File: config.mk
export PLATFORM = sky130hd
export DESIGN_NAME = slbc_top
export DESIGN_NICKNAME = d
export VERILOG_FILES = /design/src/rtl/slbc_pkg.sv /design/src/rtl/slbc_top.sv /design/src/rtl/slbc_sync.sv /design/src/rtl/slbc_decode.sv
export VERILOG_INCLUDE_DIRS = /design/src /design/src/rtl
export SDC_FILE = /design/constraint.sdc
export NUM_CORES = 1
export LEC_CHECK = 0
export BUFFER_PORTS_ARGS = -buffer_cell sky130_fd_sc_hd__buf_4
export CORE_MARGIN = 2
export CORE_UTILIZATION = 45
export DETAILED_ROUTE_END_ITERATION = 10
export GPL_TIMING_DRIVEN = 0
export PLACE_DENSITY = 0.73
export SLEW_MARGIN = 5
export SYNTH_ARGS = -nofsm -noshare
export SYNTH_HDL_FRONTEND = slang
export SYNTH_SLANG_ARGS = --single-unit
File: constraint.sdc
create_clock -name pclk -period 2.55 [get_ports pclk]
set_clock_uncertainty 0.05 [all_clocks]
set_input_delay 0 -clock pclk [delete_from_list [all_inputs] [get_ports pclk]]
set_output_delay 0 -clock pclk [all_outputs]
set_load 0.03 [all_outputs]
File: src/rtl/slbc_consts.svh
// Constants for the strap latch boot configuration block.
// Assumes inclusion by bare name from the rtl folder.
`ifndef SLBC_CONSTS_SVH
`define SLBC_CONSTS_SVH
`define SLBC_NUM_STRAPS 5
`define SLBC_BIT_SUPPLY 0
`define SLBC_BIT_BOOT 1
`define SLBC_BIT_QUAL 2
`define SLBC_BIT_LOG 3
`define SLBC_BIT_OEDGE 4
`define SLBC_PULL_DIR 5'h1B
`define SLBC_OFF_STRAP 12'h000
`define SLBC_OFF_CTRL 12'h004
`define SLBC_OFF_STAT 12'h008
`define SLBC_CTRL_MASK 32'h0000000F
`define SLBC_CTRL_SUP_OVR 0
`define SLBC_CTRL_SUP_VAL 1
`define SLBC_CTRL_EDGE_OVR 2
`define SLBC_CTRL_FLAGS_MSB 3
`define SLBC_CTRL_EDGE_LSB 4
`define SLBC_CTRL_EDGE_MSB 5
`define SLBC_HOLD_MS 1
`define SLBC_CLK_KHZ 200000
`endif

File: src/rtl/slbc_pkg.sv
// Types for the strap latch boot configuration block.
// Assumes slbc_consts.svh is visible on the include path.
package slbc_pkg;
    typedef struct packed {
        logic output_edge_strap;
        logic log_and_sample_edge_strap;
        logic download_qualifier_strap;
        logic boot_select_strap;
        logic supply_select_strap;
    } slbc_straps_t;

    typedef enum logic [1:0] {
        SLBC_BOOT_NONE = 2'h0,
        SLBC_BOOT_FLASH = 2'h1,
        SLBC_BOOT_DOWNLOAD = 2'h2
    } slbc_boot_t;

    typedef struct packed {
        logic sample_rising;
        logic output_rising;
    } slbc_sd_edge_t;

    typedef enum logic [1:0] {
        SLBC_ST_RESET = 2'b00,
        SLBC_ST_HOLD = 2'b01,
        SLBC_ST_RUN = 2'b11
    } slbc_state_t;
endpackage

File: src/rtl/slbc_top.sv
// Strap latch boot configuration: captures five strap pins at the
// release of a system reset and offers them to boot logic and software.
// Assumes pins are asynchronous, and sys_resetn is the system reset
// (power-on, RTC watchdog, brownout), separate from the APB reset.
// Assumes clk_en low freezes every flop, the synchronisers included.
// The hold time is counted in pclk cycles, so HOLD_CYCLES must be
// scaled if pclk runs at another rate than the one it was set for.
// A host must keep the straps still until pins_functional rises,
// since the latches sample at the end of the hold window and not at
// the release edge itself.
// Behaviour
// - Five strap input pins are captured.
// - Software reads all five captured bits.
// - Capture pin levels at system reset release.
// - Captured bits stay until the next release of enable or system reset; a bus reset (presetn) reloads them with the pull levels.
// - Pulls enabled on strap pins during reset.
// - Pins return to normal use after release.
// - Supply strap 0 selects 3.3V, 1 1.8V.
// - Boot strap 1 flash; both 0 download.
// - Two straps choose SD sample/output edges.
// - Firmware may override supply and edge timing.
// - Supply strap is pulled high on module.
// - Module enable input is active high.
`timescale 1ns/1ps
`include "slbc_consts.svh"
module slbc_top #(
    parameter int HOLD_CYCLES = (`SLBC_HOLD_MS * `SLBC_CLK_KHZ)
) (
    input wire logic pclk,
    input wire logic presetn,
    input wire logic sys_resetn,
    input wire logic chip_power_up_input,
    input wire logic clk_en,
    input wire logic [`SLBC_NUM_STRAPS-1:0] strap_pins,
    output logic [`SLBC_NUM_STRAPS-1:0] pull_enable,
    output logic [`SLBC_NUM_STRAPS-1:0] pull_up,
    output logic pins_functional,
    output logic log_to_console_transmit_pin,
    output logic flash_supply_1v8,
    output slbc_pkg::slbc_boot_t boot_mode,
    output slbc_pkg::slbc_sd_edge_t sd_edge,
    output logic boot_ready,
    input wire logic psel,
    input wire logic penable,
    input wire logic pwrite,
    input wire logic [11:0] paddr,
    input wire logic [31:0] pwdata,
    output logic [31:0] prdata,
    output logic pready,
    output logic pslverr
);
    import slbc_pkg::*;

    localparam logic [`SLBC_NUM_STRAPS-1:0] PULL_DIR = `SLBC_PULL_DIR;
    localparam int CW = $clog2(HOLD_CYCLES + 1);
    localparam logic [CW-1:0] HOLD_LAST = CW'(HOLD_CYCLES - 1);

    logic [`SLBC_NUM_STRAPS-1:0] pins_sync;
    logic en_sync;
    logic rst_sync;
    logic rst_seen_reg;
    slbc_state_t state_reg;
    slbc_state_t state_next;
    logic [CW-1:0] hold_cnt_reg;
    slbc_straps_t straps_reg;
    logic [3:0] ctrl_reg;
    slbc_boot_t dec_boot;
    logic dec_1v8;
    logic dec_log;
    slbc_sd_edge_t dec_edge;
    logic active;
    logic apb_wr;
    logic apb_rd;
    logic [1:0] edge_ovr_reg;
    logic hit_strap;
    logic hit_ctrl;
    logic hit_stat;
    logic [31:0] rdata_next;

    // Strap pins cross into pclk through two flip-flops each.
    genvar gi;
    generate
        for (gi = 0; gi < `SLBC_NUM_STRAPS; gi++) begin : g_sync
            slbc_sync u_sync (
                .pclk(pclk),
                .presetn(presetn),
                .clk_en(clk_en),
                .async_in(strap_pins[gi]),
                .sync_out(pins_sync[gi])
            );
        end
    endgenerate

    // Enable and system reset are pins as well and are synchronised.
    slbc_sync u_en_sync (
        .pclk(pclk),
        .presetn(presetn),
        .clk_en(clk_en),
        .async_in(chip_power_up_input),
        .sync_out(en_sync)
    );

    slbc_sync u_rst_sync (
        .pclk(pclk),
        .presetn(presetn),
        .clk_en(clk_en),
        .async_in(sys_resetn),
        .sync_out(rst_sync)
    );

    // The block is active only while the enable pin and the system reset are both high.
    assign active = en_sync & rst_sync;

    // A drop of the enable or the system reset is remembered so that
    // only a fresh release of either starts a capture.
    always_ff @(posedge pclk or negedge presetn) begin
        if (!presetn) begin
            rst_seen_reg <= 1'b1;
        end else if (clk_en) begin
            if (!active) begin
                rst_seen_reg <= 1'b1;
            end else if (state_reg == SLBC_ST_RUN) begin
                rst_seen_reg <= 1'b0;
            end
        end
    end

    // Reset holds pulls on; release waits the hold time then captures.
    always_comb begin
        state_next = state_reg;
        case (state_reg)
            SLBC_ST_RESET: begin
                if (active && rst_seen_reg) begin
                    state_next = SLBC_ST_HOLD;
                end
            end
            SLBC_ST_HOLD: begin
                if (!active) begin
                    state_next = SLBC_ST_RESET;
                end else if (hold_cnt_reg == HOLD_LAST) begin
                    state_next = SLBC_ST_RUN;
                end
            end
            SLBC_ST_RUN: begin
                if (!active) begin
                    state_next = SLBC_ST_RESET;
                end
            end
            default: begin
                state_next = SLBC_ST_RESET;
            end
        endcase
    end

    always_ff @(posedge pclk or negedge presetn) begin
        if (!presetn) begin
            state_reg <= SLBC_ST_RESET;
        end else if (clk_en) begin
            state_reg <= state_next;
        end
    end

    // Hold counter spans the pin hold time after enable and system reset are both high.
    always_ff @(posedge pclk or negedge presetn) begin
        if (!presetn) begin
            hold_cnt_reg <= '0;
        end else if (clk_en) begin
            if (state_reg == SLBC_ST_HOLD) begin
                hold_cnt_reg <= hold_cnt_reg + CW'(1);
            end else begin
                hold_cnt_reg <= '0;
            end
        end
    end

    // Capture happens once, on the step into run; only the bus reset
    // also writes the latches, loading the pull levels; software cannot. The
    // pins were held through the whole hold window, so the synchronised
    // copy has settled long before it is sampled here.
    always_ff @(posedge pclk or negedge presetn) begin
        if (!presetn) begin
            straps_reg <= slbc_straps_t'(PULL_DIR);
        end else if (clk_en) begin
            if (state_reg == SLBC_ST_HOLD
                && state_next == SLBC_ST_RUN) begin
                straps_reg <= slbc_straps_t'(pins_sync);
            end
        end
    end

    // Pull controls follow the next state, so they change on the same
    // edge as the state register and reach the pads glitch free. The
    // pulls stay on until the latches hold their values.
    always_ff @(posedge pclk or negedge presetn) begin
        if (!presetn) begin
            pull_enable <= '1;
        end else if (clk_en) begin
            pull_enable <= (state_next == SLBC_ST_RUN) ? '0 : '1;
        end
    end

    // The pins go back to ordinary use only once the latches are
    // loaded; before that a host may still be driving them.
    always_ff @(posedge pclk or negedge presetn) begin
        if (!presetn) begin
            pins_functional <= 1'b0;
        end else if (clk_en) begin
            pins_functional <= (state_next == SLBC_ST_RUN);
        end
    end

    // Boot logic waits on this flag; it rises with the run flag, one
    // cycle before the decoded settings have left their flip-flops.
    always_ff @(posedge pclk or negedge presetn) begin
        if (!presetn) begin
            boot_ready <= 1'b0;
        end else if (clk_en) begin
            boot_ready <= (state_next == SLBC_ST_RUN);
        end
    end

    // The supply pull points up on this module, so an open supply pin
    // selects 1.8 V, which the attached memories need.
    assign pull_up = PULL_DIR;

    // Decoding is kept apart so that the strap tables can be checked
    // on their own, without the capture sequence around them.
    slbc_decode u_decode (
        .straps(straps_reg),
        .boot_mode(dec_boot),
        .flash_1v8(dec_1v8),
        .log_enable(dec_log),
        .sd_edge(dec_edge)
    );

    // Address decode; every transfer is answered in its first access
    // cycle, so the master never waits.
    assign hit_strap = (paddr == `SLBC_OFF_STRAP);
    assign hit_ctrl = (paddr == `SLBC_OFF_CTRL);
    assign hit_stat = (paddr == `SLBC_OFF_STAT);
    assign apb_wr = psel & penable & pwrite;
    assign apb_rd = psel & penable & ~pwrite;
    assign pready = 1'b1;

    // Unmapped reads and writes to anything but control are refused;
    // a refused write changes nothing, since only control is writable.
    // The error stands only in the access cycle.
    assign pslverr = (apb_rd & ~(hit_strap | hit_ctrl | hit_stat))
        | (apb_wr & ~hit_ctrl);

    // Control flags: supply override enable and value, edge override
    // enable and one spare bit. A bus reset clears them, so the straps
    // decide again until firmware writes anew.
    always_ff @(posedge pclk or negedge presetn) begin
        if (!presetn) begin
            ctrl_reg <= 4'h0;
        end else if (clk_en && apb_wr && hit_ctrl) begin
            ctrl_reg <= pwdata[`SLBC_CTRL_FLAGS_MSB:0];
        end
    end

    // Edge values used while the edge override is on, {sample, output}.
    always_ff @(posedge pclk or negedge presetn) begin
        if (!presetn) begin
            edge_ovr_reg <= 2'h0;
        end else if (clk_en && apb_wr && hit_ctrl) begin
            edge_ovr_reg <= pwdata[`SLBC_CTRL_EDGE_MSB:`SLBC_CTRL_EDGE_LSB];
        end
    end

    // Supply level: a firmware override wins over the captured strap.
    // Outputs come from flip-flops so boot logic sees stable levels.
    always_ff @(posedge pclk or negedge presetn) begin
        if (!presetn) begin
            flash_supply_1v8 <= 1'b0;
        end else if (clk_en) begin
            if (ctrl_reg[`SLBC_CTRL_SUP_OVR]) begin
                flash_supply_1v8 <= ctrl_reg[`SLBC_CTRL_SUP_VAL];
            end else begin
                flash_supply_1v8 <= dec_1v8;
            end
        end
    end

    // Boot source follows the captured straps only; no override exists.
    always_ff @(posedge pclk or negedge presetn) begin
        if (!presetn) begin
            boot_mode <= SLBC_BOOT_NONE;
        end else if (clk_en) begin
            boot_mode <= dec_boot;
        end
    end

    // The console log flag cannot be overridden, as boot is long over
    // by the time firmware could write.
    always_ff @(posedge pclk or negedge presetn) begin
        if (!presetn) begin
            log_to_console_transmit_pin <= 1'b0;
        end else if (clk_en) begin
            log_to_console_transmit_pin <= dec_log;
        end
    end

    // Slave SD edges: an override replaces both edges at once, so a
    // half-written pair never reaches the interface.
    always_ff @(posedge pclk or negedge presetn) begin
        if (!presetn) begin
            sd_edge <= '0;
        end else if (clk_en) begin
            if (ctrl_reg[`SLBC_CTRL_EDGE_OVR]) begin
                sd_edge <= slbc_sd_edge_t'(edge_ovr_reg);
            end else begin
                sd_edge <= dec_edge;
            end
        end
    end

    // Read data for the addressed register. An unmapped address reads
    // as zero, and pslverr tells the master why.
    always_comb begin
        rdata_next = 32'h00000000;
        if (hit_strap) begin
            rdata_next = {27'h0, straps_reg};
        end else if (hit_ctrl) begin
            rdata_next = {26'h0, edge_ovr_reg, ctrl_reg};
        end else if (hit_stat) begin
            rdata_next = {26'h0, dec_edge, dec_boot,
                          pins_functional, active};
        end
    end

    // Read data is registered at setup and taken in the access cycle;
    // it stands until the next read setup. Loading it in setup costs a
    // flop stage but keeps pready tied high.
    always_ff @(posedge pclk or negedge presetn) begin
        if (!presetn) begin
            prdata <= 32'h00000000;
        end else if (clk_en && psel && !penable && !pwrite) begin
            prdata <= rdata_next;
        end
    end
endmodule

File: src/rtl/slbc_sync.sv
// Two flip-flop synchroniser for one pin level.
// Assumes the pin is asynchronous to pclk.
`timescale 1ns/1ps
module slbc_sync (
    input wire logic pclk,
    input wire logic presetn,
    input wire logic clk_en,
    input wire logic async_in,
    output logic sync_out
);
    logic meta_reg;

    // The first stage feeds only the second, to contain metastability.
    always_ff @(posedge pclk or negedge presetn) begin
        if (!presetn) begin
            meta_reg <= 1'b0;
            sync_out <= 1'b0;
        end else if (clk_en) begin
            meta_reg <= async_in;
            sync_out <= meta_reg;
        end
    end
endmodule

File: src/rtl/slbc_decode.sv
// Decodes captured straps into boot settings.
// Assumes straps come from latches that are stable after capture.
`timescale 1ns/1ps
`include "slbc_consts.svh"
module slbc_decode (
    input slbc_pkg::slbc_straps_t straps,
    output slbc_pkg::slbc_boot_t boot_mode,
    output logic flash_1v8,
    output logic log_enable,
    output slbc_pkg::slbc_sd_edge_t sd_edge
);
    import slbc_pkg::*;

    // Boot select high wins; the qualifier only matters when it is low.
    always_comb begin
        if (straps.boot_select_strap) begin
            boot_mode = SLBC_BOOT_FLASH;
        end else if (!straps.download_qualifier_strap) begin
            boot_mode = SLBC_BOOT_DOWNLOAD;
        end else begin
            boot_mode = SLBC_BOOT_NONE;
        end
    end

    // Supply, log and edge settings map straight from the strap bits.
    assign flash_1v8 = straps.supply_select_strap;
    assign log_enable = straps.log_and_sample_edge_strap;
    assign sd_edge.sample_rising = straps.log_and_sample_edge_strap;
    assign sd_edge.output_rising = straps.output_edge_strap;
endmodule

==> impl_metrics.env, run 1 <==
export IMPL_timing_fmax_ghz=0.442
export IMPL_syn_area_um2=3030
export IMPL_maxSlewHeadroom_pct=32.1
export IMPL_synth_most_common_cell="dfrtp_1"
export IMPL_synth_top_area_share_pct=44.5
export IMPL_crit_path_start_kind="register"
export IMPL_drt_total_wl_um=6260
export IMPL_synth_top_family_by_area="simple AND/OR/NAND/NOR gates"
export IMPL_internal_power_mw=1.67
export IMPL_gp_congestion=0.788
export IMPL_hp_class="input port to register"
export IMPL_synth_cells=286
export IMPL_grt_pass1_vias=2172
export IMPL_pwr_share_seq_pct=45.7
export IMPL_period_needed_ns=2.26
export IMPL_initial_core_util_pct=47.2
export IMPL_power_switching_share_pct=25.5
export IMPL_rr_worst_depth=5
export IMPL_fp_dieH_um=86.1
export IMPL_slowest_delay_ns=0.59
export IMPL_coreArea_um2=6420
export IMPL_grt_max_degree=61
export IMPL_ys_seq_elements=60
export IMPL_final_area_um2=3980
export IMPL_io_pins=109
export IMPL_hpwl_um=4600
export IMPL_yosys_area_share_simple_pct=15.3
export IMPL_layout_nets=449
export IMPL_cts_root_buffer="clkbuf_8"
export IMPL_synth_seq_area_share_pct=49.7
export IMPL_synth_edf_count=0
export IMPL_placed_cells=443
export IMPL_cts_buffer_depth=2
export IMPL_crit_type="register to register"
export IMPL_ys_warn_count=0
export IMPL_place_area_um2=3620
export IMPL_track_usage_pct=17.7
export IMPL_num_vias=2317
export IMPL_slowest_stage="or4b_4"
export IMPL_drive_above_1_share_pct=37.1
export IMPL_synthToLayoutAreaGrowth_pct=31.0
export IMPL_synth_xor_area_share_pct=1.73
export IMPL_avgSynthCellArea_um2=10.6
export IMPL_min_path_cells=4
export IMPL_antenna_found_initial=0
export IMPL_setup_violations=0
export IMPL_clkPwrFrac_pct=41.0
export IMPL_yosys_area_top_type="dfrtp_1"
export IMPL_p_total_mw=2.25
export IMPL_synth_compound_area_share_pct=10.1
export IMPL_yosys_top_cells_area="dfrtp_1 45%, mux2_2 10%, buf_4 9.4%"
export IMPL_io_buffers=50
export IMPL_cts_repair_resized=0
export IMPL_synth_fa_ha_area_share_pct=0.412
export IMPL_critPathMaxFanout=7
export IMPL_n_antenna_cell=0
export IMPL_maxSlewViolCount=0
export IMPL_die_w_um=86.1
export IMPL_cts_buffers=9
export IMPL_overflow=0
export IMPL_path_cells="ha_1 -> nand3_2 -> or4b_4 -> nor4_4 -> mux2_2"
export IMPL_grt_pass1_wl_um=10200
export IMPL_p_per_area_nw_per_um2=565
export IMPL_finalNonFillerCells=473
export IMPL_max_cap_violations=0
export IMPL_worst_slew_pin_slew_ns=1.01
export IMPL_rows=29
export IMPL_synth_async_reset_ratio_pct=100
export IMPL_crit_required_ns=2.71
export IMPL_dieArea_um2=7420
export IMPL_ir_drop_uv=380
export IMPL_drc=0
export IMPL_h_tree_depth=3
export IMPL_fin_tns_setup_ns=0
export IMPL_status="completed"
export IMPL_p_leak_nw=1.89
export IMPL_drt_iter0_drc=162
export IMPL_ys_types=45
export IMPL_cts_tree="yes"
export IMPL_synth_mux_area_share_pct=11.3
export IMPL_vias_per_cell=4.90
export IMPL_antenna_left=0
export IMPL_wl_per_cell_um=13.2
export IMPL_cp_end_kind="register"
export IMPL_p_switching_mw=0.572
export IMPL_clk_latency_ns=0.33
export IMPL_drtPass1Iterations=4
export IMPL_ys_flop_type="dfrtp_1"
export IMPL_period_share_pct=88.7
export IMPL_power_frac_comb_pct=13.4
export IMPL_arrival_ns=2.42
export IMPL_rsz0062_at_grt="no"
export IMPL_hold_viol=0
export IMPL_largest_reg_flops=18
export IMPL_cts_num_sinks=60
export IMPL_clk_pin_slew_worst_paths_ns=0.07
export IMPL_synth_commonest_cells="54 x dfrtp_1, 38 x buf_4, 27 x mux2_2, 23 x nand2_1, 23 x nor2_1"
==> worst paths after layout <==
check / startpoint / to / slack, ns
setup / recovery: hold_cnt_reg[0] / straps_reg[2] / 0.29
setup reg to reg: hold_cnt_reg[0] / straps_reg[2] / 0.29
max in group asynchronous: presetn / prdata[0] / 1.73
hold / removal: clk_en / hold_cnt_reg[6] / 0.05
hold reg to reg: prdata[0] / prdata[0] / 0.43
min in group asynchronous: presetn / flash_supply_1v8 / 0.24
==> what timing repair did <==
| item | CTS | global route |
|---|---|---|
| setup endpoints to repair | 0 | 0 |
| buffers inserted | 0 | 0 |
| hold buffers | 14 | 0 |
| endpoints found under the hold margin | 67 | 0 |
==> through the flow <==
stage          worst slack (ns)  utilization (%)  hold WS, ns
2_1_floorplan             0.497                -       -0.346
3_3_place_gp              0.301             56.3       0.0676
3_5_place_dp              0.249             56.3       0.0646
4_1_cts                   0.239             61.9       0.0246
5_1_grt                   0.190             61.9       0.0401
6_report                  0.288             61.9       0.0493
==> area by class of cell <==
| type | count | area, um2 |
|---|---|---|
| Clock buffer | 10 | 128 |
| Fill cell | 561 | 2450 |
| Timing Repair Buffer | 64 | 515 |
| Sequential cell | 60 | 1510 |
| Tap cell | 77 | 96.3 |
| Buffer | 45 | 313 |
| Clock inverter | 6 | 88.8 |
| Multi-Input combinational cell | 204 | 1300 |
| Inverter | 7 | 26.3 |
==> power by group through the flow <==
stage	combinational (mW)	sequential (mW)	clock, mW
floorplan	0.188	1.04	0
global placement	0.279	1.04	0
detailed placement	0.283	1.04	0
CTS	0.301	1.02	0.944
global route	0.328	1.03	0.991
finish	0.301	1.03	0.920
==> layout by cell type (no fill, tap or decap), drive strengths merged, types with 3 or more instances in the layout <==
| cell | count |
|---|---|
| mux2 | 27 |
| dfstp | 6 |
| a22oi | 5 |
| nand4 | 7 |
| nand2b | 3 |
| nor3 | 4 |
| dlygate4sd3 | 14 |
| nor2 | 23 |
| o31ai | 5 |
| or3 | 3 |
| o21ai | 13 |
| nor4 | 7 |
| nand2 | 23 |
| conb | 32 |
| xnor2 | 4 |
| dfrtp | 54 |
| mux2i | 4 |
| inv | 7 |
| nand3 | 7 |
| a21oi | 10 |
| clkbuf | 16 |
| buf | 89 |
==> cell families (layout without fill, tap and decap cells) <==
group / Yosys count / after routing
AOI/OAI and AO/OA: 47 / 47
buffers and inverters: 52 / 132
DFF: 60 / 60
muxes: 31 / 31
xor gates and xnor gates: 6 / 6
adders and majority gates: 1 / 1
other: 2 / 32
and+or+nand+nor: 87 / 87
==> critical path, delay by kind of cell, from the launching register on <==
family | cells | cell delay (ns)
adders and majority gates | 1 | 0.24
DFF | 1 | 0.39
and+or+nand+nor | 3 | 1.09
muxes | 1 | 0.38
==> metal layers <==
layer,vias to the layer above,share of wire (%),GRT usage (%)
li1,1155,-,-
met1,1090,45,22.7
met2,70,48,28.8
met3,2,6.6,4.43
met4,0,0.46,6.49
met5,-,0,0
No activity file was read; power rests on OpenSTA's default activity.
==> run 2: changes to the inputs <==
PLACE_DENSITY = 0.76   (was 0.73)
clock period = 1.97 ns   (was 2.55 ns; I/O delays follow)
==> impl_metrics.env, run 2 (synthesized netlist as in run 1, its figures left out) <==
export IMPL_crit_path_start_kind="register"
export IMPL_internal_power_mw=2.19
export IMPL_num_vias=2439
export IMPL_wl_per_cell_um=14.0
export IMPL_clkPwrFrac_pct=41.5
export IMPL_die_w_um=86.1
export IMPL_overflow=0
export IMPL_gp_congestion=0.803
export IMPL_crit_start="hold_cnt_reg[0]"
export IMPL_clk_pin_slew_worst_paths_ns=0.07
export IMPL_status="finished with violations"
export IMPL_hp_class="input port to register"
export IMPL_crit_required_ns=2.15
export IMPL_vias_per_cell=5.06
export IMPL_hpwl_um=4520
export IMPL_period_share_pct=101
export IMPL_drt_total_wl_um=6770
export IMPL_clk_latency_ns=0.34
export IMPL_drc=0
export IMPL_fp_dieH_um=86.1
export IMPL_layout_commonest_cell="buf_4"
export IMPL_maxSlewHeadroom_pct=43.5
export IMPL_grt_pass1_wl_um=11200
export IMPL_cp_end_kind="register"
export IMPL_track_usage_pct=19.3
export IMPL_max_cap_violations=0
export IMPL_cts_num_sinks=60
export IMPL_io_pins=109
export IMPL_ir_drop_uv=667
export IMPL_holdCritStartpoint="clk_en"
export IMPL_pwr_share_seq_pct=44.5
export IMPL_worst_slack_ns=-0.0160
export IMPL_cts_buffer_depth=2
export IMPL_rsz0062_at_grt="yes"
export IMPL_initial_core_util_pct=47.2
export IMPL_synthToLayoutAreaGrowth_pct=35.6
export IMPL_h_tree_depth=3
export IMPL_rows=29
export IMPL_register_area_um2=1510
export IMPL_crit_type="register to register"
export IMPL_fill_cells=507
export IMPL_most_common_layout_cells="97 x buf_4, 54 x dfrtp_1, 32 x conb_1"
export IMPL_period_needed_ns=1.99
export IMPL_grt_pass1_vias=2342
export IMPL_layout_nets=458
export IMPL_critPathMaxFanout=5
export IMPL_final_core_util_pct=64.1
export IMPL_p_per_area_nw_per_um2=726
export IMPL_largest_reg_flops=18
export IMPL_p_switching_mw=0.794
export IMPL_n_antenna_cell=0
export IMPL_cts_root_buffer="clkbuf_8"
export IMPL_drt_iter0_drc=200
export IMPL_worst_slew_pin_slew_ns=0.841
export IMPL_drive_above_1_share_pct=40.0
export IMPL_r2r_start="hold_cnt_reg[0]"
export IMPL_multi_input_area_um2=1360
export IMPL_antenna_found_initial=0
export IMPL_power_frac_comb_pct=14.1
export IMPL_setup_violations=3
export IMPL_cts_tree="yes"
export IMPL_grt_max_degree=61
export IMPL_maxSlewViolCount=0
export IMPL_power_switching_share_pct=26.6
export IMPL_p_leak_nw=1.96
export IMPL_coreArea_um2=6420
export IMPL_dieArea_um2=7420
export IMPL_arrival_ns=2.17
export IMPL_timing_fmax_ghz=0.504
export IMPL_cts_buffers=9
export IMPL_antenna_left=0
export IMPL_p_total_mw=2.99
export IMPL_hold_viol=0
export IMPL_io_buffers=50
export IMPL_drtPass1Iterations=4
export IMPL_violations="setup timing"
[run 2: cell types whose count changed in the layout (fill, tap and decap cells not counted), sizes merged]
cell / before / now
buf: 89 / 98
clkbuf: 16 / 15
clkinv: 2 / 3
[run 2: routing by layer]
metal | GRT usage [%] | vias to the layer above | wire (um)
li1 | - | 1166 | -
met2 | 30.9 | 94 | 3240
met3 | 4.43 | 14 | 503
met4 | 8.95 | 0 | 157
met1 | 24.8 | 1165 | 2870
met5 | 0 | - | 0
[run 2: critical path, cell delays in order, from the launching register on]
cell	delay, ns
dfrtp_1	0.40
ha_4	0.17
nand3_4	0.08
or4b_4	0.55
nor4_4	0.16
buf_6	0.17
mux2_4	0.30
[run 2: area by class of cell]
type	count	area share, %
Buffer	44	7.51
Clock buffer	9	3.01
Clock inverter	7	2.46
Inverter	7	0.638
Multi-Input combinational cell	204	32.9
Sequential cell	60	36.7
Tap cell	77	2.34
Timing Repair Buffer	74	14.4
[run 2: repair_timing]
item	CTS	global route
hold buffers	14	0
gates resized for setup	10	5
buffers inserted	9	1
pin swaps	5	5
endpoints found under the hold margin	67	0
endpoints found under the setup margin	11	10
[run 2: final timing paths]
path | slack [ns] | cells past startpoint | end
worst min register to register | 0.45 | 2 | prdata[0]
worst max-delay path | -0.02 | 6 | straps_reg[2]
max in group asynchronous | 1.17 | 2 | u_rst_sync.meta_reg
min in group asynchronous | 0.22 | 2 | prdata[0]
worst min-delay path | 0.05 | 4 | hold_cnt_reg[6]
worst max register to register | -0.02 | 6 | straps_reg[2]
[run 2: through the flow]
step / setup slack (ns) / cell area [um2] / hold slack (ns) / TNS, ns / cells
6_report: -0.0160 / 4120 / 0.0535 / -0.0287 / 482
5_1_grt: -0.0920 / 4120 / 0.0711 / -0.356 / 482
4_1_cts: -0.0937 / 4100 / 0.0273 / -0.453 / 482
3_5_place_dp: -0.266 / 3620 / 0.0686 / -1.30 / 443
3_3_place_gp: -0.241 / 3620 / 0.0685 / -1.09 / 443
2_1_floorplan: -0.0744 / 3150 / -0.346 / -0.209 / 316
[run 2: power groups by stage]
stage          clock [mW]  sequential, mW  combinational [mW]
5_1_grt              1.31            1.33               0.458
3_3_place_gp            0            1.34               0.361
4_1_cts              1.25            1.33               0.416
6_report             1.24            1.33               0.421
3_5_place_dp            0            1.35               0.369
2_1_floorplan           0            1.35               0.245
